`src/vtp_map.vh`:
```
// register map, field positions and colour constants of the video test pattern block
`ifndef VTP_MAP_VH
`define VTP_MAP_VH
// ----------------------------------------
// register indices (byte address = 4 x index)
// ----------------------------------------
`define VTP_IDX_TXPWR    8'h63
`define VTP_IDX_CTL      8'h64
`define VTP_IDX_CFG      8'h65
`define VTP_IDX_RED      8'h70
`define VTP_IDX_GRN      8'h71
`define VTP_IDX_BLU      8'h72
`define VTP_IDX_FTIME    8'h73
`define VTP_IDX_STAT     8'h74
// ----------------------------------------
// reset values
// ----------------------------------------
`define VTP_RST_TXPWR    8'h00
`define VTP_RST_CTL      8'h10
`define VTP_RST_CFG      8'h00
`define VTP_RST_CUST     8'h00
`define VTP_RST_FTIME    8'h01
// ----------------------------------------
// field positions
// ----------------------------------------
`define VTP_TX_PWDN      0
`define VTP_CTL_EN       0
`define VTP_CTL_VREV     1
`define VTP_CTL_BARS     2
`define VTP_CTL_COMP     3
`define VTP_CTL_SEL      7:4
`define VTP_CFG_ASCRL    0
`define VTP_CFG_INV      1
`define VTP_CFG_18B      4
`define VTP_CFG_MASK     8'h13
// ----------------------------------------
// pattern codes
// ----------------------------------------
`define VTP_SEL_FIRST    4'h1
`define VTP_SEL_LAST     4'hE
`define VTP_SEL_CUSTOM   4'hE
// ----------------------------------------
// colours and pixel constants
// ----------------------------------------
`define VTP_WHITE        24'hFFFFFF
`define VTP_BLACK        24'h000000
`define VTP_RED          24'hFF0000
`define VTP_GREEN        24'h00FF00
`define VTP_BLUE         24'h0000FF
`define VTP_CYAN         24'h00FFFF
`define VTP_MAGENTA      24'hFF00FF
`define VTP_YELLOW       24'hFFFF00
`define VTP_MASK18       24'hFCFCFC
`define VTP_LEVELS       16'h0100
`define VTP_RESP_OKAY    2'h0
`define VTP_RESP_SLVERR  2'h2
`endif

```
`src/vtp_top.v`:
```
// video test pattern control with register slave, pixel generator and output fifo
// ----------------------------------------
`timescale 1ns/1ps
`include "vtp_map.vh"
// ----------------------------------------
// output fifo
// ----------------------------------------
module vtp_fifo #(
   parameter W  = 24,
   parameter D  = 8,
   parameter AW = 3
) (
   input  wire          aclk,
   input  wire          aresetn,
   input  wire          in_valid,
   output wire          in_ready,
   input  wire [W-1:0]  in_data,
   output wire          out_valid,
   input  wire          out_ready,
   output wire [W-1:0]  out_data,
   output wire [AW:0]   level
);
   reg [W-1:0]  mem_q [0:D-1];
   reg [AW-1:0] wr_q;
   reg [AW-1:0] rd_q;
   reg [AW:0]   cnt_q;
   wire         push;
   wire         pop;
   assign in_ready  = (cnt_q != D[AW:0]);
   assign out_valid = (cnt_q != {(AW+1){1'b0}});
   assign out_data  = mem_q[rd_q];
   assign level     = cnt_q;
   assign push      = in_valid & in_ready;
   assign pop       = out_valid & out_ready;
   // storage is never cleared: nothing reads it while the fifo is empty
   always @(posedge aclk) begin
      if (!aresetn) begin
         wr_q  <= {AW{1'b0}};
         rd_q  <= {AW{1'b0}};
         cnt_q <= {(AW+1){1'b0}};
      end else begin
         if (push) begin
            wr_q        <= (wr_q == D[AW-1:0] - 1'b1) ? {AW{1'b0}} : wr_q + 1'b1;
            mem_q[wr_q] <= in_data;
         end
         if (pop) begin
            rd_q <= (rd_q == D[AW-1:0] - 1'b1) ? {AW{1'b0}} : rd_q + 1'b1;
         end
         if (push & ~pop) begin
            cnt_q <= cnt_q + 1'b1;
         end else if (pop & ~push) begin
            cnt_q <= cnt_q - 1'b1;
         end
      end
   end
endmodule
// ----------------------------------------
// top level
// ----------------------------------------
module vtp_top #(
   parameter H_ACTIVE = 16'd1920,
   parameter V_ACTIVE = 16'd1080,
   parameter FIFO_D   = 8,
   parameter FIFO_AW  = 3
) (
   input  wire        aclk,
   input  wire        aresetn,
   input  wire [11:0] s_axi_awaddr,
   input  wire        s_axi_awvalid,
   output wire        s_axi_awready,
   input  wire [31:0] s_axi_wdata,
   input  wire [3:0]  s_axi_wstrb,
   input  wire        s_axi_wvalid,
   output wire        s_axi_wready,
   output reg  [1:0]  s_axi_bresp,
   output reg         s_axi_bvalid,
   input  wire        s_axi_bready,
   input  wire [11:0] s_axi_araddr,
   input  wire        s_axi_arvalid,
   output wire        s_axi_arready,
   output reg  [31:0] s_axi_rdata,
   output reg  [1:0]  s_axi_rresp,
   output reg         s_axi_rvalid,
   input  wire        s_axi_rready,
   input  wire        vid_valid,
   output wire        vid_ready,
   input  wire [23:0] vid_data,
   output wire        pix_valid,
   input  wire        pix_ready,
   output wire [23:0] pix_data,
   output wire        loopthrough_tx_powerdown
);
   // ----------------------------------------
   // registers
   // ----------------------------------------
   reg [7:0]  txpwr_q, ctl_q, cfg_q, red_q, grn_q, blu_q, ftime_q;
   reg [7:0]  aw_idx_q, wdat_q, rd_val;
   reg        aw_have_q, w_have_q, wlane_q, rd_hit, wr_hit;
   wire       wr_fire;
   wire [7:0] ar_idx;
   assign loopthrough_tx_powerdown = txpwr_q[`VTP_TX_PWDN];
   // write address and data accepted in either order, one write at a time
   assign s_axi_awready = ~aw_have_q & ~s_axi_bvalid;
   assign s_axi_wready  = ~w_have_q & ~s_axi_bvalid;
   assign wr_fire       = aw_have_q & w_have_q & ~s_axi_bvalid;
   assign s_axi_arready = ~s_axi_rvalid;
   assign ar_idx        = s_axi_araddr[9:2];
   always @* begin
      wr_hit = ((aw_idx_q >= `VTP_IDX_TXPWR) && (aw_idx_q <= `VTP_IDX_CFG))
               || ((aw_idx_q >= `VTP_IDX_RED) && (aw_idx_q <= `VTP_IDX_STAT));
   end
   always @(posedge aclk) begin
      if (!aresetn) begin
         aw_have_q    <= 1'b0;
         w_have_q     <= 1'b0;
         aw_idx_q     <= 8'h00;
         wdat_q       <= 8'h00;
         wlane_q      <= 1'b0;
         s_axi_bvalid <= 1'b0;
         s_axi_bresp  <= `VTP_RESP_OKAY;
         txpwr_q      <= `VTP_RST_TXPWR;
         ctl_q        <= `VTP_RST_CTL;
         cfg_q        <= `VTP_RST_CFG;
         red_q        <= `VTP_RST_CUST;
         grn_q        <= `VTP_RST_CUST;
         blu_q        <= `VTP_RST_CUST;
         ftime_q      <= `VTP_RST_FTIME;
      end else begin
         if (s_axi_awvalid & s_axi_awready) begin
            aw_have_q <= 1'b1;
            aw_idx_q  <= s_axi_awaddr[9:2];
         end
         if (s_axi_wvalid & s_axi_wready) begin
            w_have_q <= 1'b1;
            wdat_q   <= s_axi_wdata[7:0];
            wlane_q  <= s_axi_wstrb[0];
         end
         if (s_axi_bvalid & s_axi_bready) begin
            s_axi_bvalid <= 1'b0;
         end
         if (wr_fire) begin
            aw_have_q    <= 1'b0;
            w_have_q     <= 1'b0;
            s_axi_bvalid <= 1'b1;
            s_axi_bresp  <= wr_hit ? `VTP_RESP_OKAY : `VTP_RESP_SLVERR;
            if (wlane_q) begin
               case (aw_idx_q)
                  `VTP_IDX_TXPWR: txpwr_q <= wdat_q;
                  `VTP_IDX_CTL:   ctl_q   <= wdat_q;
                  `VTP_IDX_CFG:   cfg_q   <= wdat_q & `VTP_CFG_MASK;
                  `VTP_IDX_RED:   red_q   <= wdat_q;
                  `VTP_IDX_GRN:   grn_q   <= wdat_q;
                  `VTP_IDX_BLU:   blu_q   <= wdat_q;
                  `VTP_IDX_FTIME: ftime_q <= wdat_q;
                  default: ;
               endcase
            end
         end
      end
   end
   // ----------------------------------------
   // read side
   // ----------------------------------------
   reg [3:0]          scroll_sel_q;
   wire [3:0]         act_sel;
   wire [FIFO_AW:0]   fifo_level;
   always @* begin
      rd_hit = 1'b1;
      rd_val = 8'h00;
      case (ar_idx)
         `VTP_IDX_TXPWR: rd_val = txpwr_q;
         `VTP_IDX_CTL:   rd_val = ctl_q;
         `VTP_IDX_CFG:   rd_val = cfg_q;
         `VTP_IDX_RED:   rd_val = red_q;
         `VTP_IDX_GRN:   rd_val = grn_q;
         `VTP_IDX_BLU:   rd_val = blu_q;
         `VTP_IDX_FTIME: rd_val = ftime_q;
         `VTP_IDX_STAT:  rd_val = {3'h0, ctl_q[`VTP_CTL_EN], act_sel};
         default:        rd_hit = 1'b0;
      endcase
   end
   always @(posedge aclk) begin
      if (!aresetn) begin
         s_axi_rvalid <= 1'b0;
         s_axi_rdata  <= 32'h00000000;
         s_axi_rresp  <= `VTP_RESP_OKAY;
      end else if (s_axi_arvalid & s_axi_arready) begin
         s_axi_rvalid <= 1'b1;
         s_axi_rdata  <= {24'h000000, rd_val};
         s_axi_rresp  <= rd_hit ? `VTP_RESP_OKAY : `VTP_RESP_SLVERR;
      end else if (s_axi_rready) begin
         s_axi_rvalid <= 1'b0;
      end
   end
   // ----------------------------------------
   // raster position and ramp levels
   // ----------------------------------------
   reg [15:0] x_q, y_q, hacc_q;
   reg [7:0]  hlvl_q, vlvl_q, fcnt_q;
   reg [16:0] hsum;
   reg [23:0] vnext;
   wire       take, eol, eof;
   assign take = vid_valid & vid_ready;
   assign eol  = (x_q == H_ACTIVE - 16'd1);
   assign eof  = eol & (y_q == V_ACTIVE - 16'd1);
   // accumulate 256 per pixel, step once per width: 256*x/width without a divider;
   // lines come slowly, so a constant divide also serves frames under 256 lines
   always @* begin
      hsum  = {1'b0, hacc_q} + {1'b0, `VTP_LEVELS};
      vnext = (({8'h00, y_q} + 24'h000001) * {8'h00, `VTP_LEVELS}) / {8'h00, V_ACTIVE};
   end
   always @(posedge aclk) begin
      if (!aresetn) begin
         x_q    <= 16'h0000;
         y_q    <= 16'h0000;
         hacc_q <= 16'h0000;
         hlvl_q <= 8'h00;
         vlvl_q <= 8'h00;
      end else if (take) begin
         if (eol) begin
            x_q    <= 16'h0000;
            hacc_q <= 16'h0000;
            hlvl_q <= 8'h00;
            if (eof) begin
               y_q    <= 16'h0000;
               vlvl_q <= 8'h00;
            end else begin
               y_q    <= y_q + 16'd1;
               vlvl_q <= vnext[7:0];
            end
         end else begin
            x_q <= x_q + 16'd1;
            if (hsum >= {1'b0, H_ACTIVE}) begin
               hacc_q <= hsum[15:0] - H_ACTIVE;
               hlvl_q <= hlvl_q + 8'd1;
            end else begin
               hacc_q <= hsum[15:0];
            end
         end
      end
   end
   // ----------------------------------------
   // auto-scroll
   // ----------------------------------------
   always @(posedge aclk) begin
      if (!aresetn) begin
         scroll_sel_q <= `VTP_SEL_FIRST;
         fcnt_q       <= 8'h00;
      end else if (!cfg_q[`VTP_CFG_ASCRL]) begin
         scroll_sel_q <= ctl_q[`VTP_CTL_SEL]; // hold current pattern
         fcnt_q       <= 8'h00;
      end else if (take & eof) begin
         if (fcnt_q + 8'd1 >= ftime_q) begin
            fcnt_q <= 8'h00;
            if (scroll_sel_q >= `VTP_SEL_LAST || scroll_sel_q < `VTP_SEL_FIRST) begin
               scroll_sel_q <= `VTP_SEL_FIRST;
            end else begin
               scroll_sel_q <= scroll_sel_q + 4'h1;
            end
         end else begin
            fcnt_q <= fcnt_q + 8'd1;
         end
      end
   end
   assign act_sel = cfg_q[`VTP_CFG_ASCRL] ? scroll_sel_q : ctl_q[`VTP_CTL_SEL];
   // ----------------------------------------
   // pattern colour
   // ----------------------------------------
   reg [23:0] base, bar, band, gen;
   always @* begin
      case (hlvl_q[7:5])
         3'h0:    bar = `VTP_WHITE;
         3'h1:    bar = `VTP_YELLOW;
         3'h2:    bar = `VTP_CYAN;
         3'h3:    bar = `VTP_GREEN;
         3'h4:    bar = `VTP_MAGENTA;
         3'h5:    bar = `VTP_RED;
         3'h6:    bar = `VTP_BLUE;
         default: bar = `VTP_BLACK;
      endcase
      case ({ctl_q[`VTP_CTL_VREV], hlvl_q[7:6]})
         3'h0:    band = `VTP_YELLOW;
         3'h1:    band = `VTP_CYAN;
         3'h2:    band = `VTP_BLUE;
         3'h4:    band = `VTP_BLUE;
         3'h5:    band = `VTP_CYAN;
         3'h6:    band = `VTP_YELLOW;
         default: band = `VTP_RED;
      endcase
      case (act_sel)
         4'h1:    base = `VTP_WHITE;
         4'h2:    base = `VTP_BLACK;
         4'h3:    base = `VTP_RED;
         4'h4:    base = `VTP_GREEN;
         4'h5:    base = `VTP_BLUE;
         4'h6:    base = {hlvl_q, hlvl_q, hlvl_q};
         4'h7:    base = {hlvl_q, 8'h00, 8'h00};
         4'h8:    base = {8'h00, hlvl_q, 8'h00};
         4'h9:    base = {8'h00, 8'h00, hlvl_q};
         4'hA:    base = {vlvl_q, vlvl_q, vlvl_q};
         4'hB:    base = {vlvl_q, 8'h00, 8'h00};
         4'hC:    base = {8'h00, vlvl_q, 8'h00};
         4'hD:    base = {8'h00, 8'h00, vlvl_q};
         `VTP_SEL_CUSTOM: base = {red_q, grn_q, blu_q};
         default: base = `VTP_BLACK; // reserved codes give black
      endcase
      if (ctl_q[`VTP_CTL_COMP]) begin
         gen = band;
      end else if (ctl_q[`VTP_CTL_BARS]) begin
         gen = bar;
      end else begin
         gen = base;
      end
      if (cfg_q[`VTP_CFG_INV]) begin
         gen = ~gen;
      end
      if (cfg_q[`VTP_CFG_18B]) begin
         gen = gen & `VTP_MASK18;
      end
   end
   // ----------------------------------------
   // output path
   // ----------------------------------------
   // generator only replaces data; pixel timing still comes from the input
   // stream, so a full fifo stalls the source rather than dropping pixels
   wire [23:0] mux_data;
   assign mux_data = ctl_q[`VTP_CTL_EN] ? gen : vid_data;
   vtp_fifo #(
      .W  (24),
      .D  (FIFO_D),
      .AW (FIFO_AW)
   ) u_fifo (
      .aclk      (aclk),
      .aresetn   (aresetn),
      .in_valid  (vid_valid),
      .in_ready  (vid_ready),
      .in_data   (mux_data),
      .out_valid (pix_valid),
      .out_ready (pix_ready),
      .out_data  (pix_data),
      .level     (fifo_level)
   );
endmodule

```
`config.mk`:
```
export PLATFORM = sky130hd
export DESIGN_NAME = vtp_top
export DESIGN_NICKNAME = d
export VERILOG_FILES = /design/src/vtp_top.v
export VERILOG_INCLUDE_DIRS = /design/src /design/src/src
export SDC_FILE = /design/constraint.sdc
export NUM_CORES = 1
export LEC_CHECK = 0
export BUFFER_PORTS_ARGS = -buffer_cell sky130_fd_sc_hd__buf_2
export CORE_MARGIN = 5
export CORE_UTILIZATION = 45
export CTS_BUF_LIST = sky130_fd_sc_hd__clkbuf_16
export DETAILED_ROUTE_END_ITERATION = 8
export PLACE_DENSITY = 0.61
export SYNTH_ARGS = -nofsm -noshare
export SYNTH_HDL_FRONTEND = slang
export SYNTH_SLANG_ARGS = --single-unit
```
`constraint.sdc`:
```
create_clock -name aclk -period 15.1 [get_ports aclk]
set_clock_uncertainty 0.2 [all_clocks]
set_input_delay 2.265 -clock aclk [delete_from_list [all_inputs] [get_ports aclk]]
set_output_delay 2.265 -clock aclk [all_outputs]
set_load 0.005 [all_outputs]
```
==> results.txt <==
Status: finished clean
Compound-gate portion of the synthesized area: 0.188
Sw Ratio: 0.269
Clock Power Share: 0.356
Required @ worst endpoint: 15340 ps
WL final: 61600 um
Max VDD drop: 0.0708 mV
Avg WL per Cell: 19.5 um
Mux contribution to synthesized area: 0.113
GPL Wtd Cong: 0.909
Startpoint types: flip-flop
Placed Cells: 3087
Clock Latency Late Sink: 530 ps
Kind of critical path: flip-flop to flip-flop
Final instance area: 25300 um2
Global-route wire length before repair: 97800 um
Drt first-iter violations: 1667
Post-synth cell types: 120
Post-Synth Adder-Cell Area: 0.0193
Final Critical Period: 14310 ps
Die area: 54500 um2
Post-placement cell area: 24000 um2
Mapped cell area: 22500 um2
Via count: 18900
Ys Warns: 0
Routed Antenna Nets: 0
Leakage: 9.04 nW
Switching Power: 0.642 mW
DRC: 0
CTS clk-pin slew, worst paths: 60 ps
Fin worst setup slack: 794 ps
Clk buf depth: 3
CTS buffer count: 36
Share of the synthesized area in the top cell type: 0.256
TNS Setup: 0 ps
Worst path arrival time: 14550 ps
RSZ-0062 raised after global routing: false
Post-Synth XOR/XNOR Area: 0.0632
Initial antenna violation count: 1
Dpl ws: 415 ps
Largest net degree at the start of global routing: 101
CTS tree: yes
Antenna diode count: 0
H-tree Lvls: 2
Worst Tran Pin Value: 1110 ps
Max Transition Viols Final: 0
Die Ht: 234 um
Relative slew margins: 0.260
Vias in the first global route: 18200
FFs w/ async S/R, synth: 0
FILL cells: 4554
Synth Area in Simple Gates: 0.177
I/O Pins: 161
Core area: 49800 um2
Max FO, Critical Path: 11
Initial core utilization: 0.452
Cell Pwr Density: 94.2 nW/um2
Largest family of logic cells by synthesized area: compound AO/OA/AOI/OAI gates
Flop pwr share: 0.473
Maximum clock frequency: 0.0699 GHz
Main flop type after synthesis: edfxtp_1
Fin. Hold Viols: 0
# clock sinks: 356
Clock root cell: clkbuf_16
Post-route insts no fill: 3154
GRT Total Usage: 0.218
Area growth, synth to finish: 12.6%
Avg Synthesized Cell Area: 9.64 um2
Hold_ws: 255 ps
Tcrit/Tclk final: 0.947
Slowest cell on crit path: or4_4
Post-synth EDFFs: 192
Die Wd: 234 um
Crit-path max cell delay: 640 ps
# setup viols final: 0
Detailed placement HPWL: 44400 um
Post-Syn Instances: 2332
Commonest cells in the netlist: nand2_1 (230), nor2_1 (230), edfxtp_1 (192), dfxtp_1 (164), a21oi_1 (163)
Final #Nets: 2582
DR pass1 iterations: 6
Biggest area consumer among synthesized cells: edfxtp_1
Synth area leaders: edfxtp_1 (26%), dfxtp_1 (15%), mux4_2 (5.6%)
PortBufs: 99
Worst Hold Class: flip-flop to flip-flop
Register area share after synthesis: 0.402
Yosys reg bits: 356
Overflow after GRT: 0
Share of cells above drive strength 1: 0.183
Internal: 1.74 mW
Max-capacitance violation count: 0
Row cnt: 82
Logic pwr share: 0.170
Critical path capture point type: flip-flop
Via-per-instance ratio: 5.98
==> layer usage <==
metal	GRT usage	routed length [um]	vias up
met1	0.290	26600	9182
met4	0.0639	1710	0
met2	0.377	30400	547
met3	0.0230	2840	115
li1	-	-	9021
met5	0	0	-
==> registers in the layout (all words and copies together), names as in the netlist, 8 cells and up, named ones only <==
signal and flops:
ctl_q 8, fcnt_q 8, ftime_q 8, hacc_q 9
txpwr_q 8, s_axi_rdata 8, red_q 8, u_fifo.mem_q 192
vlvl_q 8, aw_idx_q 8, wdat_q 8, y_q 16
grn_q 8, blu_q 8, hlvl_q 8, x_q 16
==> kinds of logic after synthesis <==
kind of cell / Yosys count
XOR/XNOR: 158
flip-flops: 356
multiplexers: 176
AND/OR/NAND/NOR: 819
buffers and inverters: 184
other: 1
adder cells (fa/ha/maj): 34
AO/OA/AOI/OAI: 604
==> power groups by stage <==
stage                     combinational [mW]  clock (mW)  sequential [mW]
after global placement                 0.399           0             1.15
after global routing                   0.456       0.909             1.14
after detailed placement               0.407           0             1.15
final                                  0.406       0.850             1.13
after floorplan                        0.343           0             1.10
after CTS                              0.409       0.872             1.13
==> area by class of cell <==
class / count / area [um2] / share of cell area
timing repair buffer: 200 / 1250 / 0.0495
inverter: 44 / 166 / 0.00657
sequential: 356 / 9060 / 0.358
multi-input combinational: 1817 / 12900 / 0.508
tap: 672 / 841 / 0.0332
clock buffer: 37 / 926 / 0.0366
clock inverter: 28 / 199 / 0.00786
==> final timing paths <==
kind	end	slack, ps	depth (start not counted)	startpoint
worst max-delay path	vlvl_q[0]	790	49	y_q[7]
worst min-delay path	aw_idx_q[6]	260	2	aw_idx_q[6]
worst max register to register	vlvl_q[0]	790	49	y_q[7]
worst min register to register	aw_idx_q[6]	260	2	aw_idx_q[6]
==> timing repair <==
| item | 4_1_cts | 5_1_grt |
|---|---|---|
| resized for setup | 0 | 31 |
| setup buffers | 0 | 2 |
| endpoints found under the setup margin | 0 | 2 |
| hold buffers | 0 | 0 |
==> through the flow <==
stage / power [mW] / util
after floorplan: 1.45 / -
after detailed placement: 1.56 / 0.483
final: 2.39 / 0.509
after global placement: 1.55 / 0.483
after global routing: 2.51 / 0.509
after CTS: 2.41 / 0.505
==> cell usage in the layout (no fill, tap or decap), drive strengths merged, types with 26 or more instances in the layout <==
cell and n:
edfxtp 192, a211oi 27, xor2 79, clkbuf 37
nand2 230, mux4 56, a31oi 31, a22oi 32
mux2i 79, xnor2 78, and2 31, nand4 37
nor4 27, mux2 41, a21oi 167, inv 56
o21ai 116, o211ai 28, and3 28, nand3 71
nor3 59, conb 26, ha 33, dfxtp 164
buf 200, nor2 232
==> critical path, delay by kind of cell, from the launching register on <==
kind | cells | cell delay [ps]
AOI/OAI and AO/OA | 20 | 5560
muxes | 5 | 1550
DFF | 1 | 460
adders and majority gates | 3 | 810
and+or+nand+nor | 17 | 4930
xor gates and xnor gates | 4 | 650
(Power assumes the default switching activity.)
